<file path="src/design/tcr_defines.svh">
// Offsets, field positions, reset values and figures of the control registers 3 to 5.
// Assumes inclusion by bare name from design files only.
`ifndef TCR_DEFINES_SVH
`define TCR_DEFINES_SVH

// Register offsets on the serial register port
`define TCR_OFS_FREQ_HIGH 4'h2
`define TCR_OFS_MOD_SLEEP 4'h3
`define TCR_OFS_CHK_LIMIT 4'h4

// Register 3 fields
`define TCR_FREQ_MSB 7
`define TCR_FREQ_LSB 2
`define TCR_SUPPLY_BIT 1
`define TCR_CLKOUT_BIT 0
`define TCR_FREQ_SHIFT 7

// Register 4 fields
`define TCR_KEYING_BIT 7
`define TCR_SLEEP_MSB 6
`define TCR_SLEEP_LSB 2
`define TCR_SLEEP_TIME_TIMES_EIGHT_BIT 1
`define TCR_LIMIT_WINDOW_TIMES_TWO_BIT 0

// Register 5 fields
`define TCR_CHK_MSB 7
`define TCR_CHK_LSB 6
`define TCR_LIM_MSB 5
`define TCR_LIM_LSB 0

// Reset values: word 3840, supply on, clock on / FSK, sleep 10, x1, x1 / 3 bits, limit 16
`define TCR_RST_FREQ_HIGH 8'h7b
`define TCR_RST_MOD_SLEEP 8'h28
`define TCR_RST_CHK_LIMIT 8'h50

// Multipliers and sleep base count
`define TCR_SLEEP_BASE 18'h00400
`define TCR_SLEEP_TIME_TIMES_EIGHT_MULT 4'h8
`define TCR_LIMIT_WINDOW_TIMES_TWO_MULT 4'h2
`define TCR_BIT_CHECK_COUNT_SEL_STEP 4'h3

`endif

</file>
<file path="src/design/tcr_pkg.sv">
// Types shared by the control register bank and its timing calculator.
// Assumes nothing beyond a SystemVerilog compiler.
package tcr_pkg;

	// Bit-rate range selection, held elsewhere in the device
	typedef enum logic [1:0] {
		TCR_RANGE_B0 = 2'h0,
		TCR_RANGE_B1 = 2'h1,
		TCR_RANGE_B2 = 2'h2,
		TCR_RANGE_B3 = 2'h3
	} tcr_range_t;

	typedef logic [5:0] tcr_limit_t;
	typedef logic [4:0] tcr_sleep_t;

endpackage

</file>
<file path="src/design/tcr_cfg_if.sv">
// Configuration fields passed from the register bank to the timing calculator.
// Assumes both ends sit in the same clock domain.
`timescale 1ns/1ps
interface tcr_cfg_if;
	tcr_pkg::tcr_sleep_t sleep_count;
	logic sleep_time_times_eight;
	logic limit_window_times_two;
	logic [1:0] bit_check_count_sel;
	tcr_pkg::tcr_limit_t min_limit;
	tcr_pkg::tcr_range_t rate_range;

	modport src (
		output sleep_count,
		output sleep_time_times_eight,
		output limit_window_times_two,
		output bit_check_count_sel,
		output min_limit,
		output rate_range
	);

	modport dst (
		input sleep_count,
		input sleep_time_times_eight,
		input limit_window_times_two,
		input bit_check_count_sel,
		input min_limit,
		input rate_range
	);
endinterface

</file>
<file path="src/design/tcr_ctrl_regs.sv">
// Control registers 3 to 5 of the transceiver digital control logic.
// Assumes the serial interface decoder presents one-cycle read and write strobes
// with address and data, all synchronous to i_clk_sys; reset is held while OFF.
`timescale 1ns/1ps
`include "tcr_defines.svh"
// How it works
// - Register 3 bits 7:2 hold frequency word bits 12:7, reset 3840.
// - Register 3 bit 1 switches external supply output, reset on.
// - Supply enable forced to 1 on bit check, key event or power-on flag.
// - Register 3 bit 0 gates the clock output pin, reset on.
// - Clock enable forced to 1 on bit check, key event or power-on flag.
// - Register 4 bit 7 selects amplitude (1) or frequency (0) keying.
// - Register 4 bits 6:2 hold sleep count, reset 10, times 1024 cycles.
// - Register 4 bit 1 multiplies sleep time by 8 when set.
// - Register 4 bit 0 doubles the edge-time limit window when set.
// - Register 5 bits 7:6 choose 0, 3, 6 or 9 checked bits.
// - In receive, bits 5:0 times ext data clock give minimum edge time.
// - In transmit, half bit period is (field + 1) ext data clocks.
// - Ext data clock is 8, 4, 2 or 1 clocks times limit multiplier.
// - Registers are readable and writable and lose contents on reset.
// - Power-on flag set by rising edge on the power-on pin.
module tcr_ctrl_regs #(
	parameter int ADDR_W = 4
) (
	input wire logic i_clk_sys,
	input wire logic i_resetn,
	input wire logic i_wr_en,
	input wire logic i_rd_en,
	input wire logic [ADDR_W-1:0] i_addr,
	input wire logic [7:0] i_wr_data,
	output logic [7:0] o_rd_data,
	input wire logic i_bit_check_ok,
	input wire logic i_rx_mode_active,
	input wire logic [4:0] i_key_input_event,
	input wire logic i_power_on_pin,
	input wire logic i_status_read,
	input wire logic [1:0] i_bit_rate_range,
	input wire logic i_tx_mode_active,
	output logic o_power_on_flag,
	output logic [12:0] o_rf_freq_high_word,
	output logic o_ext_supply_output_on,
	output logic o_clock_out_enable,
	output logic o_amplitude_not_frequency_keying,
	output logic [4:0] o_ext_data_clock_period,
	output logic [17:0] o_sleep_cycles,
	output logic [10:0] o_edge_time_cycles,
	output logic [3:0] o_bit_check_bits
);
	// Offsets below three bits cannot reach register 5
	if (ADDR_W < 3) begin : g_addr_w_check
		$error("ADDR_W too small for offsets up to 4");
	end

	localparam logic [7:0] RST_FREQ_HIGH = `TCR_RST_FREQ_HIGH;

	logic [5:0] rf_freq_high_word_q;
	logic [5:0] rf_freq_high_word_d;
	logic ext_supply_output_on_q;
	logic ext_supply_output_on_d;
	logic clock_out_enable_q;
	logic clock_out_enable_d;
	logic [7:0] freq_high_and_output_enables;
	logic [7:0] modulation_sleep_config_q;
	logic [7:0] bit_check_and_min_limit_q;
	logic [7:0] rd_data_d;
	logic power_on_pin_q;
	logic power_on_rise;
	logic power_on_flag_q;
	logic power_on_flag_d;
	logic bit_check_force;
	logic key_force;
	logic force_enables;
	logic wr_freq;
	logic wr_mod;
	logic wr_chk;
	logic [10:0] min_limit_cycles;
	logic [10:0] tx_half_bit_cycles;
	logic [10:0] edge_time_cycles_d;

	tcr_cfg_if cfg ();

	assign wr_freq = i_wr_en && (i_addr == ADDR_W'(`TCR_OFS_FREQ_HIGH));
	assign wr_mod = i_wr_en && (i_addr == ADDR_W'(`TCR_OFS_MOD_SLEEP));
	assign wr_chk = i_wr_en && (i_addr == ADDR_W'(`TCR_OFS_CHK_LIMIT));

	// Previous pin level for the wake edge detector
	always_ff @(posedge i_clk_sys or negedge i_resetn) begin
		if (!i_resetn) begin
			power_on_pin_q <= 1'b0;
		end else begin
			power_on_pin_q <= i_power_on_pin;
		end
	end

	assign power_on_rise = i_power_on_pin && !power_on_pin_q;

	// Sticky wake flag; a new edge beats a clearing status read
	always_comb begin
		power_on_flag_d = power_on_flag_q;
		if (power_on_rise) begin
			power_on_flag_d = 1'b1;
		end else if (i_status_read) begin
			power_on_flag_d = 1'b0;
		end
	end

	always_ff @(posedge i_clk_sys or negedge i_resetn) begin
		if (!i_resetn) begin
			power_on_flag_q <= 1'b0;
		end else begin
			power_on_flag_q <= power_on_flag_d;
		end
	end

	// Bit check counts only in receive or receive-polling mode
	assign bit_check_force = i_bit_check_ok && i_rx_mode_active;
	assign key_force = |i_key_input_event;
	assign force_enables = bit_check_force || key_force || power_on_flag_q;

	// Register 3 frequency field
	always_comb begin
		rf_freq_high_word_d = rf_freq_high_word_q;
		if (wr_freq) begin
			rf_freq_high_word_d = i_wr_data[`TCR_FREQ_MSB:`TCR_FREQ_LSB];
		end
	end

	always_ff @(posedge i_clk_sys or negedge i_resetn) begin
		if (!i_resetn) begin
			rf_freq_high_word_q <= RST_FREQ_HIGH[`TCR_FREQ_MSB:`TCR_FREQ_LSB];
		end else begin
			rf_freq_high_word_q <= rf_freq_high_word_d;
		end
	end

	// Register 3 enables; forcing is applied last so it beats a write of 0
	always_comb begin
		ext_supply_output_on_d = ext_supply_output_on_q;
		if (wr_freq) begin
			ext_supply_output_on_d = i_wr_data[`TCR_SUPPLY_BIT];
		end
		if (force_enables) begin
			ext_supply_output_on_d = 1'b1;
		end
	end

	always_ff @(posedge i_clk_sys or negedge i_resetn) begin
		if (!i_resetn) begin
			ext_supply_output_on_q <= RST_FREQ_HIGH[`TCR_SUPPLY_BIT];
		end else begin
			ext_supply_output_on_q <= ext_supply_output_on_d;
		end
	end

	always_comb begin
		clock_out_enable_d = clock_out_enable_q;
		if (wr_freq) begin
			clock_out_enable_d = i_wr_data[`TCR_CLKOUT_BIT];
		end
		if (force_enables) begin
			clock_out_enable_d = 1'b1;
		end
	end

	always_ff @(posedge i_clk_sys or negedge i_resetn) begin
		if (!i_resetn) begin
			clock_out_enable_q <= RST_FREQ_HIGH[`TCR_CLKOUT_BIT];
		end else begin
			clock_out_enable_q <= clock_out_enable_d;
		end
	end

	// Register 4: keying, sleep count and multipliers
	always_ff @(posedge i_clk_sys or negedge i_resetn) begin
		if (!i_resetn) begin
			modulation_sleep_config_q <= `TCR_RST_MOD_SLEEP;
		end else if (wr_mod) begin
			modulation_sleep_config_q <= i_wr_data;
		end
	end

	// Register 5: bit-check count and minimum limit; values below 10 left to software
	always_ff @(posedge i_clk_sys or negedge i_resetn) begin
		if (!i_resetn) begin
			bit_check_and_min_limit_q <= `TCR_RST_CHK_LIMIT;
		end else if (wr_chk) begin
			bit_check_and_min_limit_q <= i_wr_data;
		end
	end

	// Read multiplexer, unmapped offsets read zero
	always_comb begin
		case (i_addr)
			ADDR_W'(`TCR_OFS_FREQ_HIGH): rd_data_d = freq_high_and_output_enables;
			ADDR_W'(`TCR_OFS_MOD_SLEEP): rd_data_d = modulation_sleep_config_q;
			ADDR_W'(`TCR_OFS_CHK_LIMIT): rd_data_d = bit_check_and_min_limit_q;
			default: rd_data_d = 8'h00;
		endcase
	end

	// Read data holds until the next read
	always_ff @(posedge i_clk_sys or negedge i_resetn) begin
		if (!i_resetn) begin
			o_rd_data <= 8'h00;
		end else if (i_rd_en) begin
			o_rd_data <= rd_data_d;
		end
	end

	assign cfg.sleep_count = modulation_sleep_config_q[`TCR_SLEEP_MSB:`TCR_SLEEP_LSB];
	assign cfg.sleep_time_times_eight = modulation_sleep_config_q[`TCR_SLEEP_TIME_TIMES_EIGHT_BIT];
	assign cfg.limit_window_times_two = modulation_sleep_config_q[`TCR_LIMIT_WINDOW_TIMES_TWO_BIT];
	assign cfg.bit_check_count_sel = bit_check_and_min_limit_q[`TCR_CHK_MSB:`TCR_CHK_LSB];
	assign cfg.min_limit = bit_check_and_min_limit_q[`TCR_LIM_MSB:`TCR_LIM_LSB];
	assign cfg.rate_range = tcr_pkg::tcr_range_t'(i_bit_rate_range);

	tcr_timing_calc u_calc (
		.i_clk_sys(i_clk_sys),
		.i_resetn(i_resetn),
		.cfg(cfg),
		.o_ext_data_clock_period(o_ext_data_clock_period),
		.o_sleep_cycles(o_sleep_cycles),
		.o_min_limit_cycles(min_limit_cycles),
		.o_tx_half_bit_cycles(tx_half_bit_cycles),
		.o_bit_check_bits(o_bit_check_bits)
	);

	// Same field serves as receive limit or transmit half bit
	assign edge_time_cycles_d = i_tx_mode_active ? tx_half_bit_cycles : min_limit_cycles;

	always_ff @(posedge i_clk_sys or negedge i_resetn) begin
		if (!i_resetn) begin
			o_edge_time_cycles <= 11'h020;
		end else begin
			o_edge_time_cycles <= edge_time_cycles_d;
		end
	end

	assign freq_high_and_output_enables = {rf_freq_high_word_q, ext_supply_output_on_q,
		clock_out_enable_q};
	assign o_rf_freq_high_word = {rf_freq_high_word_q, 7'h00};
	assign o_ext_supply_output_on = ext_supply_output_on_q;
	assign o_clock_out_enable = clock_out_enable_q;
	assign o_amplitude_not_frequency_keying = modulation_sleep_config_q[`TCR_KEYING_BIT];
	assign o_power_on_flag = power_on_flag_q;
endmodule

</file>
<file path="src/design/tcr_timing_calc.sv">
// Turns the configuration fields into counts of digital clock periods and of checked bits.
// Assumes the fields change only by register writes; outputs are registered.
`timescale 1ns/1ps
`include "tcr_defines.svh"
module tcr_timing_calc (
	input wire logic i_clk_sys,
	input wire logic i_resetn,
	tcr_cfg_if.dst cfg,
	output logic [4:0] o_ext_data_clock_period,
	output logic [17:0] o_sleep_cycles,
	output logic [10:0] o_min_limit_cycles,
	output logic [10:0] o_tx_half_bit_cycles,
	output logic [3:0] o_bit_check_bits
);
	logic [4:0] base_d;
	logic [4:0] xdclk_d;

	// Range 0 with the doubled window reaches 16, hence five bits
	always_comb begin
		case (cfg.rate_range)
			tcr_pkg::TCR_RANGE_B0: base_d = 5'h08;
			tcr_pkg::TCR_RANGE_B1: base_d = 5'h04;
			tcr_pkg::TCR_RANGE_B2: base_d = 5'h02;
			default: base_d = 5'h01;
		endcase
		xdclk_d = cfg.limit_window_times_two ? 5'((base_d * `TCR_LIMIT_WINDOW_TIMES_TWO_MULT)) : base_d;
	end

	always_ff @(posedge i_clk_sys or negedge i_resetn) begin
		if (!i_resetn) begin
			o_ext_data_clock_period <= 5'h02;
			o_sleep_cycles <= 18'h02800;
			o_min_limit_cycles <= 11'h020;
			o_tx_half_bit_cycles <= 11'h022;
			o_bit_check_bits <= 4'h3;
		end else begin
			o_ext_data_clock_period <= xdclk_d;
			// Sleep = count x 1024 x multiplier
			o_sleep_cycles <= 18'(18'(cfg.sleep_count) * `TCR_SLEEP_BASE
				* (cfg.sleep_time_times_eight ? 18'(`TCR_SLEEP_TIME_TIMES_EIGHT_MULT) : 18'h1));
			o_min_limit_cycles <= 11'(cfg.min_limit * xdclk_d);
			// Half bit of the transmit rate: (field + 1) x ext data clock, up to 1024
			o_tx_half_bit_cycles <= 11'((7'(cfg.min_limit) + 7'h1) * xdclk_d);
			o_bit_check_bits <= 4'(cfg.bit_check_count_sel * `TCR_BIT_CHECK_COUNT_SEL_STEP);
		end
	end
endmodule

</file>
<file path="config.mk">
export PLATFORM = sky130hd
export DESIGN_NAME = tcr_ctrl_regs
export DESIGN_NICKNAME = d
export VERILOG_FILES = /design/src/design/tcr_pkg.sv /design/src/design/tcr_cfg_if.sv /design/src/design/tcr_ctrl_regs.sv /design/src/design/tcr_timing_calc.sv
export VERILOG_INCLUDE_DIRS = /design/src /design/src/design
export SDC_FILE = /design/constraint.sdc
export NUM_CORES = 1
export LEC_CHECK = 0
export ABC_AREA = 1
export BUFFER_PORTS_ARGS = -buffer_cell sky130_fd_sc_hd__buf_2
export CAP_MARGIN = 0
export CORE_MARGIN = 2
export CORE_UTILIZATION = 25
export DETAILED_ROUTE_END_ITERATION = 10
export PLACE_DENSITY = 0.39
export SLEW_MARGIN = 10
export SYNTH_ARGS = -nofsm -noshare
export SYNTH_HDL_FRONTEND = slang
export SYNTH_SLANG_ARGS = --single-unit
</file>
<file path="constraint.sdc">
create_clock -name i_clk_sys -period 4.65 [get_ports i_clk_sys]
set_input_delay 0.2325 -clock i_clk_sys [delete_from_list [all_inputs] [get_ports i_clk_sys]]
set_output_delay 0.2325 -clock i_clk_sys [all_outputs]
set_load 0.02 [all_outputs]
</file>
==> impl_metrics.py, run 1 <==
metrics = {
    "global_route": {
        "grt_pass1_vias": 4120,
        "grt_pass1_wl_um": 20800,
        "grt_max_degree": 68,
        "grt_usage_pct": 11.9,
        "grt_overflow": 0,
        "grt_antenna_before_repair": 0,
    },
    "placed_design": {
        "port_buffers": 73,
        "dp_cells": 945,
        "placed_area_um2": 5960,
        "finalWeightedCongestion": 0.807,
        "dpl.hpwl_um": 10100,
    },
    "clocking": {
        "ctsHoldBuffers": 2,
        "cts_tree": "built",
        "h-tree-depth": 3,
        "cts_root_buf": "clkbuf_16",
        "clock_latency_ps": 350,
        "clk_pin_slew_ps": 70,
        "post_cts_buffers": 0,
        "clock-sinks": 84,
        "cts_buffers": 9,
        "clockBufferDepth": 2,
        "cts.repair.resized": 0,
    },
    "pwr": {
        "p_int_mw": 1.73,
        "pwr-share-comb_pct": 33.1,
        "power_switching_mw": 0.981,
        "ir_drop_v": 0.000139,
        "p_sw_share_pct": 36.2,
        "power_frac_clock_pct": 28.8,
        "sequentialPowerShare_pct": 38.1,
        "p_leak_nw": 3.41,
        "powerDensity_nw_per_um2": 430,
    },
    "worst_setup_path": {
        "startpoint_type": "flip-flop",
        "cp.required_ps": 4880,
        "crit_fanout": 9,
        "critPathKind": "flip-flop to flip-flop",
        "end_kind": "flip-flop",
        "arrival_ps": 4260,
    },
    "sta": {
        "clock.fmax_mhz": 248,
        "min_period_ps": 4020,
        "rsz0062_at_grt": "false",
        "hold_violations": 0,
        "finalClockSkew_ps": 7.26,
        "max_slew_margin_pct": 41.6,
        "tns_ps": 0,
        "setup_viol": 0,
        "min_period_over_period_pct": 86.5,
        "slew_viol_final": 0,
        "tightest_slew_ps": 876,
    },
    "die": {
        "fp-row-count": 53,
        "die-height_um": 151,
        "fp.dieArea_um2": 22700,
        "io_pins": 91,
        "die_w_um": 151,
        "coreArea_um2": 21100,
        "start_util_pct": 25.6,
    },
    "synth": {
        "synth-edff-count": 0,
        "synth_top_area_share_pct": 30.2,
        "async_reset_ff_share_pct": 100,
        "synth.distinct_cells": 35,
        "syn_inst": 606,
        "synth_warnings": 0,
        "ys_seq_elements": 84,
        "synth_area_um2": 5390,
        "synth-main-ff-cell": "dfrtp_1",
        "yosysTopAreaCell": "dfrtp_1",
        "ys_seq_area_share_pct": 39.4,
        "syn_avg_cell_area_um2": 8.89,
        "synth.area.top_cells": "dfrtp_1 (30%), nand2_1 (10%), fa_1 (10%)",
    },
    "routing": {
        "dr.pass1.iters": 4,
        "drc_errors": 0,
        "postRouteAntennaNets": 0,
        "drt_wl_total_um": 12700,
        "wl_per_cell_um": 13.2,
        "dr.first_iter.drc_count": 183,
        "num_vias": 4072,
        "viasPerCell": 4.23,
    },
    "layout": {
        "area_growth_pct": 17.0,
        "fillers": 2256,
        "antenna_cells": 0,
        "fin_nets": 781,
        "drive_gt1_share_pct": 22.2,
        "final_cell_area_um2": 6310,
        "finalNonFillerCells": 963,
    },
    "flow_run": {
        "maxCapViolCount": 0,
    },
    "hold_path": {
        "min_path_type": "input port to flip-flop",
    },
    "run_status": {
        "status": "complete, no violations",
    },
}
cells by family (layout without fill, tap and decap cells):
| kind of cell | Yosys count | in the layout | share of synthesized area (%) |
|---|---|---|---|
| and+or+nand+nor | 260 | 260 | 20.3 |
| buffers and inverters | 120 | 184 | 10.4 |
| DFF | 84 | 84 | 39.4 |
| adders and majority gates | 70 | 70 | 20.0 |
| AOI/OAI and AO/OA | 49 | 49 | 5.80 |
| muxes | 11 | 11 | 2.30 |
| xor gates and xnor gates | 10 | 10 | 1.63 |
| other | 2 | 20 | 0.139 |
critical path, cell delays in order (launching register included):
cell	delay, ps
dfrtp_1	540
inv_2	90
nor2_2	370
inv_2	160
nor2_1	170
fa_1	430
fa_1	550
inv_1	60
fa_1	550
inv_1	50
ha_1	340
nand2_1	70
o21ai_1	250
nand2_1	110
nand3_1	100
nand2_1	70
cell usage after synthesis (2+ instances only):
library cell    n
a21oi_1        17
buf_2           5
buf_4          17
buf_6           3
clkbuf_1        2
conb_1          2
dfrtp_1        65
dfstp_2        19
fa_1           27
ha_1           43
inv_1          83
inv_2           9
mux2_2         11
nand2_1       150
nand2_2         4
nand2_4         2
nand3_1        31
nand3b_1        2
nand4_1         3
nor2_1         59
nor2_2          3
nor2_4          3
o211ai_1        2
o21a_1          3
o21ai_1        11
o21ai_2        13
xnor2_1         2
xor2_1          8
cell type report:
cell class | count | area [µm²] | share of cell area [%]
Clock buffer | 10 | 229 | 3.63
Sequential cell | 84 | 2130 | 33.7
Multi-Input combinational cell | 420 | 2770 | 43.9
Tap cell | 275 | 344 | 5.46
Timing Repair Buffer | 76 | 395 | 6.27
Inverter | 92 | 345 | 5.48
Clock inverter | 6 | 95.1 | 1.51
state kept, by name, summed over array words and instances, names as in the netlist, 4 cells and up:
register / cells
o_edge_time_cycles: 11
u_calc.o_min_limit_cycles: 11
u_calc.o_tx_half_bit_cycles: 11
bit_check_and_min_limit_q: 8
modulation_sleep_config_q: 8
o_rd_data: 8
u_calc.o_sleep_cycles: 8
rf_freq_high_word_q: 6
u_calc.o_ext_data_clock_period: 5
u_calc.o_bit_check_bits: 4
per-stage QoR:
stage,utilization (%),worst slack [ps],power (mW),hold WS [ps]
2_1_floorplan,-,1070,1.67,-63.1
3_3_place_gp,28.3,664,1.96,116
3_5_place_dp,28.3,624,1.96,116
4_1_cts,29.9,599,2.76,45.7
5_1_grt,29.9,336,2.93,48.0
6_report,29.9,626,2.71,58.5
layer usage:
| metal | routed length, µm | GRT usage (%) |
|---|---|---|
| met3 | 633 | 2.77 |
| met1 | 5850 | 16.4 |
| met2 | 5940 | 18.1 |
| met4 | 252 | 4.49 |
| met5 | 0 | 0 |
layout by cell type, fill, tap and decap left out, types with 11 or more instances in the layout:
cell type  netlist  final
dfstp_2         19     19
dfrtp_1         65     65
o21ai_2         13     13
conb_1           2     20
ha_1            43     43
nor2_1          59     59
o21ai_1         11     11
nand2_1        150    150
a21oi_1         17     17
mux2_2          11     11
inv_1           83     83
nand3_1         31     31
buf_2            5     72
fa_1            27     27
worst paths after layout:
kind,startpoint,endpoint,depth (start not counted),slack (ps)
max,modulation_sleep_config_q[0]$_DFFE_PN0P_,u_calc.o_min_limit_cycles[10]$_DFF_PN0_,15,630
min,i_status_read,o_power_on_flag$_DFFE_PN0P_,2,60
max reg2reg,modulation_sleep_config_q[0]$_DFFE_PN0P_,u_calc.o_min_limit_cycles[10]$_DFF_PN0_,15,630
min reg2reg,bit_check_and_min_limit_q[6]$_DFFE_PN1P_,u_calc.o_bit_check_bits[0]$_DFF_PN1_,0,400
max in group asynchronous,i_resetn,u_calc.o_ext_data_clock_period[2]$_DFF_PN0_,3,3200
min in group asynchronous,i_resetn,o_edge_time_cycles[9]$_DFF_PN0_,2,310
power groups by stage:
stage | sequential [mW] | clock, mW | combinational, mW
5_1_grt | 1.06 | 0.840 | 1.03
3_3_place_gp | 1.05 | 0 | 0.912
3_5_place_dp | 1.05 | 0 | 0.912
4_1_cts | 1.04 | 0.806 | 0.920
6_report | 1.03 | 0.781 | 0.897
2_1_floorplan | 1.11 | 0 | 0.561
Power figures use the tool's default switching activity.
==> inputs of run 2 (changes only) <==
- CORE_ASPECT_RATIO: not set -> 1.25
==> impl_metrics.py, run 2 (synthesized netlist as in run 1, its figures left out) <==
metrics = {
    "layout": {
        "final_cell_mix": "nand2_1 (150), inv_1 (83), buf_2 (72)",
        "antenna_cells": 0,
        "fillers": 2327,
        "regArea_um2": 2130,
        "fin_nets": 781,
        "drive_gt1_share_pct": 22.2,
        "top_regs": "o_edge_time_cycles: 11 flops, u_calc.o_min_limit_cycles: 11 flops, u_calc.o_tx_half_bit_cycles: 11 flops",
        "area_growth_pct": 16.7,
        "final_common_cell": "nand2_1",
        "multi_input_area_um2": 2770,
    },
    "placed_design": {
        "dpl.hpwl_um": 10700,
        "finalWeightedCongestion": 0.879,
        "port_buffers": 73,
    },
    "sta": {
        "tightest_slew_ps": 713,
        "finalClockSkew_ps": 6.65,
        "tns_ps": 0,
        "min_period_ps": 3930,
        "rsz0062_at_grt": "false",
        "clock.fmax_mhz": 255,
        "slew_viol_final": 0,
        "min_period_over_period_pct": 84.4,
        "max_slew_margin_pct": 52.5,
        "setup_viol": 0,
        "hold_violations": 0,
    },
    "clocking": {
        "clockBufferDepth": 2,
        "cts_buffers": 9,
        "ctsHoldBuffers": 2,
        "h-tree-depth": 3,
        "clk_pin_slew_ps": 70,
        "post_cts_buffers": 0,
        "clock_latency_ps": 350,
        "cts_tree": "built",
        "cts_root_buf": "clkbuf_16",
        "cts.repair.resized": 0,
        "clock-sinks": 84,
    },
    "pwr": {
        "sequentialPowerShare_pct": 38.5,
        "p_sw_share_pct": 37.6,
        "p_int_mw": 1.68,
        "pwr-share-comb_pct": 33.9,
        "ir_drop_v": 0.000170,
        "powerDensity_nw_per_um2": 429,
        "power_mw": 2.69,
        "p_leak_nw": 3.40,
        "power_frac_clock_pct": 27.6,
        "power_switching_mw": 1.01,
    },
    "die": {
        "start_util_pct": 25.3,
        "io_pins": 91,
        "fp.dieArea_um2": 22800,
        "die_w_um": 135,
        "die-height_um": 168,
        "fp-row-count": 60,
        "coreArea_um2": 21300,
    },
    "routing": {
        "num_vias": 4012,
        "viasPerCell": 4.15,
        "dr.pass1.iters": 5,
        "dr.first_iter.drc_count": 154,
        "wl_per_cell_um": 13.5,
        "drc_errors": 0,
        "drt_wl_total_um": 13100,
        "postRouteAntennaNets": 0,
    },
    "hold_path": {
        "whs_endpoint": "o_power_on_flag$_DFFE_PN0P_",
        "hp-start": "i_status_read",
        "min_path_type": "input port to flip-flop",
        "min_path_cells": 2,
    },
    "worst_setup_path": {
        "cp.required_ps": 4890,
        "end_kind": "flip-flop",
        "crit_fanout": 9,
        "r2r_start": "bit_check_and_min_limit_q[0]$_DFFE_PN0P_",
        "critPathKind": "flip-flop to flip-flop",
        "crit_start": "bit_check_and_min_limit_q[0]$_DFFE_PN0P_",
        "startpoint_type": "flip-flop",
        "arrival_ps": 4170,
        "rr_endpoint": "u_calc.o_tx_half_bit_cycles[10]$_DFF_PN0_",
        "rrSetupSlack_ps": 720,
        "reg2reg_depth": 16,
    },
    "global_route": {
        "grt_max_degree": 50,
        "grt_overflow": 0,
        "grt_pass1_wl_um": 21800,
        "grt_pass1_vias": 4284,
        "grt_usage_pct": 12.2,
        "grt_antenna_before_repair": 0,
    },
    "flow_run": {
        "maxCapViolCount": 0,
    },
    "run_status": {
        "status": "complete, no violations",
    },
}
[run 2: cell count changes in the layout (fill, tap and decap cells not counted)]
cell        before  now
clkinv_2         0    1
bufinv_16        2    1
clkinvlp_4       2    1
inv_6            1    2
[run 2: worst max-delay path: stages (launching register included)]
cell	delay, ps
dfrtp_1	490
ha_1	290
xor2_1	270
inv_1	110
nor2_1	160
fa_1	460
fa_1	550
inv_1	50
fa_1	540
inv_1	40
ha_1	330
a21oi_1	150
nand2_1	100
nand2_1	70
nand2_1	60
nand3_1	80
nand2_1	50
[run 2: stage by stage]
step | std cells | hold slack [ps] | worst slack [ps] | utilization, % | cell area, µm²
after floorplan | 624 | -63.1 | 1070 | - | 5460
after global placement | 949 | 229 | 790 | 28.0 | 5970
after detailed placement | 949 | 238 | 739 | 28.0 | 5970
after CTS | 967 | 55.3 | 704 | 29.5 | 6290
after global routing | 967 | 81.6 | 421 | 29.5 | 6290
final | 967 | 74.8 | 723 | 29.5 | 6290
[run 2: metal layers]
| metal | vias to the layer above | wire, µm | GRT usage (%) | part of all wire [%] |
|---|---|---|---|---|
| met5 | - | 0 | 0 | 0 |
| met1 | 1886 | 5430 | 14.4 | 41 |
| li1 | 2003 | - | - | - |
| met2 | 94 | 6630 | 20.9 | 51 |
| met3 | 29 | 572 | 2.92 | 4.4 |
| met4 | 0 | 463 | 5.53 | 3.5 |
[run 2: how the worst max path moves through the flow]
| stage | endpoint |
|---|---|
| floorplan | u_calc.o_tx_half_bit_cycles[8]$_DFF_PN0_ |
| global placement | u_calc.o_tx_half_bit_cycles[7]$_DFF_PN0_ |
| detailed placement | u_calc.o_min_limit_cycles[10]$_DFF_PN0_ |
| CTS | u_calc.o_tx_half_bit_cycles[7]$_DFF_PN0_ |
| global route | u_calc.o_min_limit_cycles[10]$_DFF_PN0_ |
| finish | u_calc.o_tx_half_bit_cycles[10]$_DFF_PN0_ |
[run 2: power groups by stage]
stage | clock network (mW) | logic, mW | registers, mW
5_1_grt | 0.806 | 1.03 | 1.07
3_5_place_dp | 0 | 0.924 | 1.05
2_1_floorplan | 0 | 0.561 | 1.11
4_1_cts | 0.778 | 0.938 | 1.04
3_3_place_gp | 0 | 0.927 | 1.05
6_report | 0.743 | 0.913 | 1.04
[run 2: layout make-up]
| cell class | instances | area share (%) |
|---|---|---|
| Multi-Input combinational cell | 420 | 44.1 |
| Sequential cell | 84 | 33.8 |
| Timing Repair Buffer | 76 | 6.29 |
| Tap cell | 279 | 5.55 |
| Inverter | 92 | 5.49 |
| Clock buffer | 10 | 3.64 |
| Clock inverter | 6 | 1.13 |
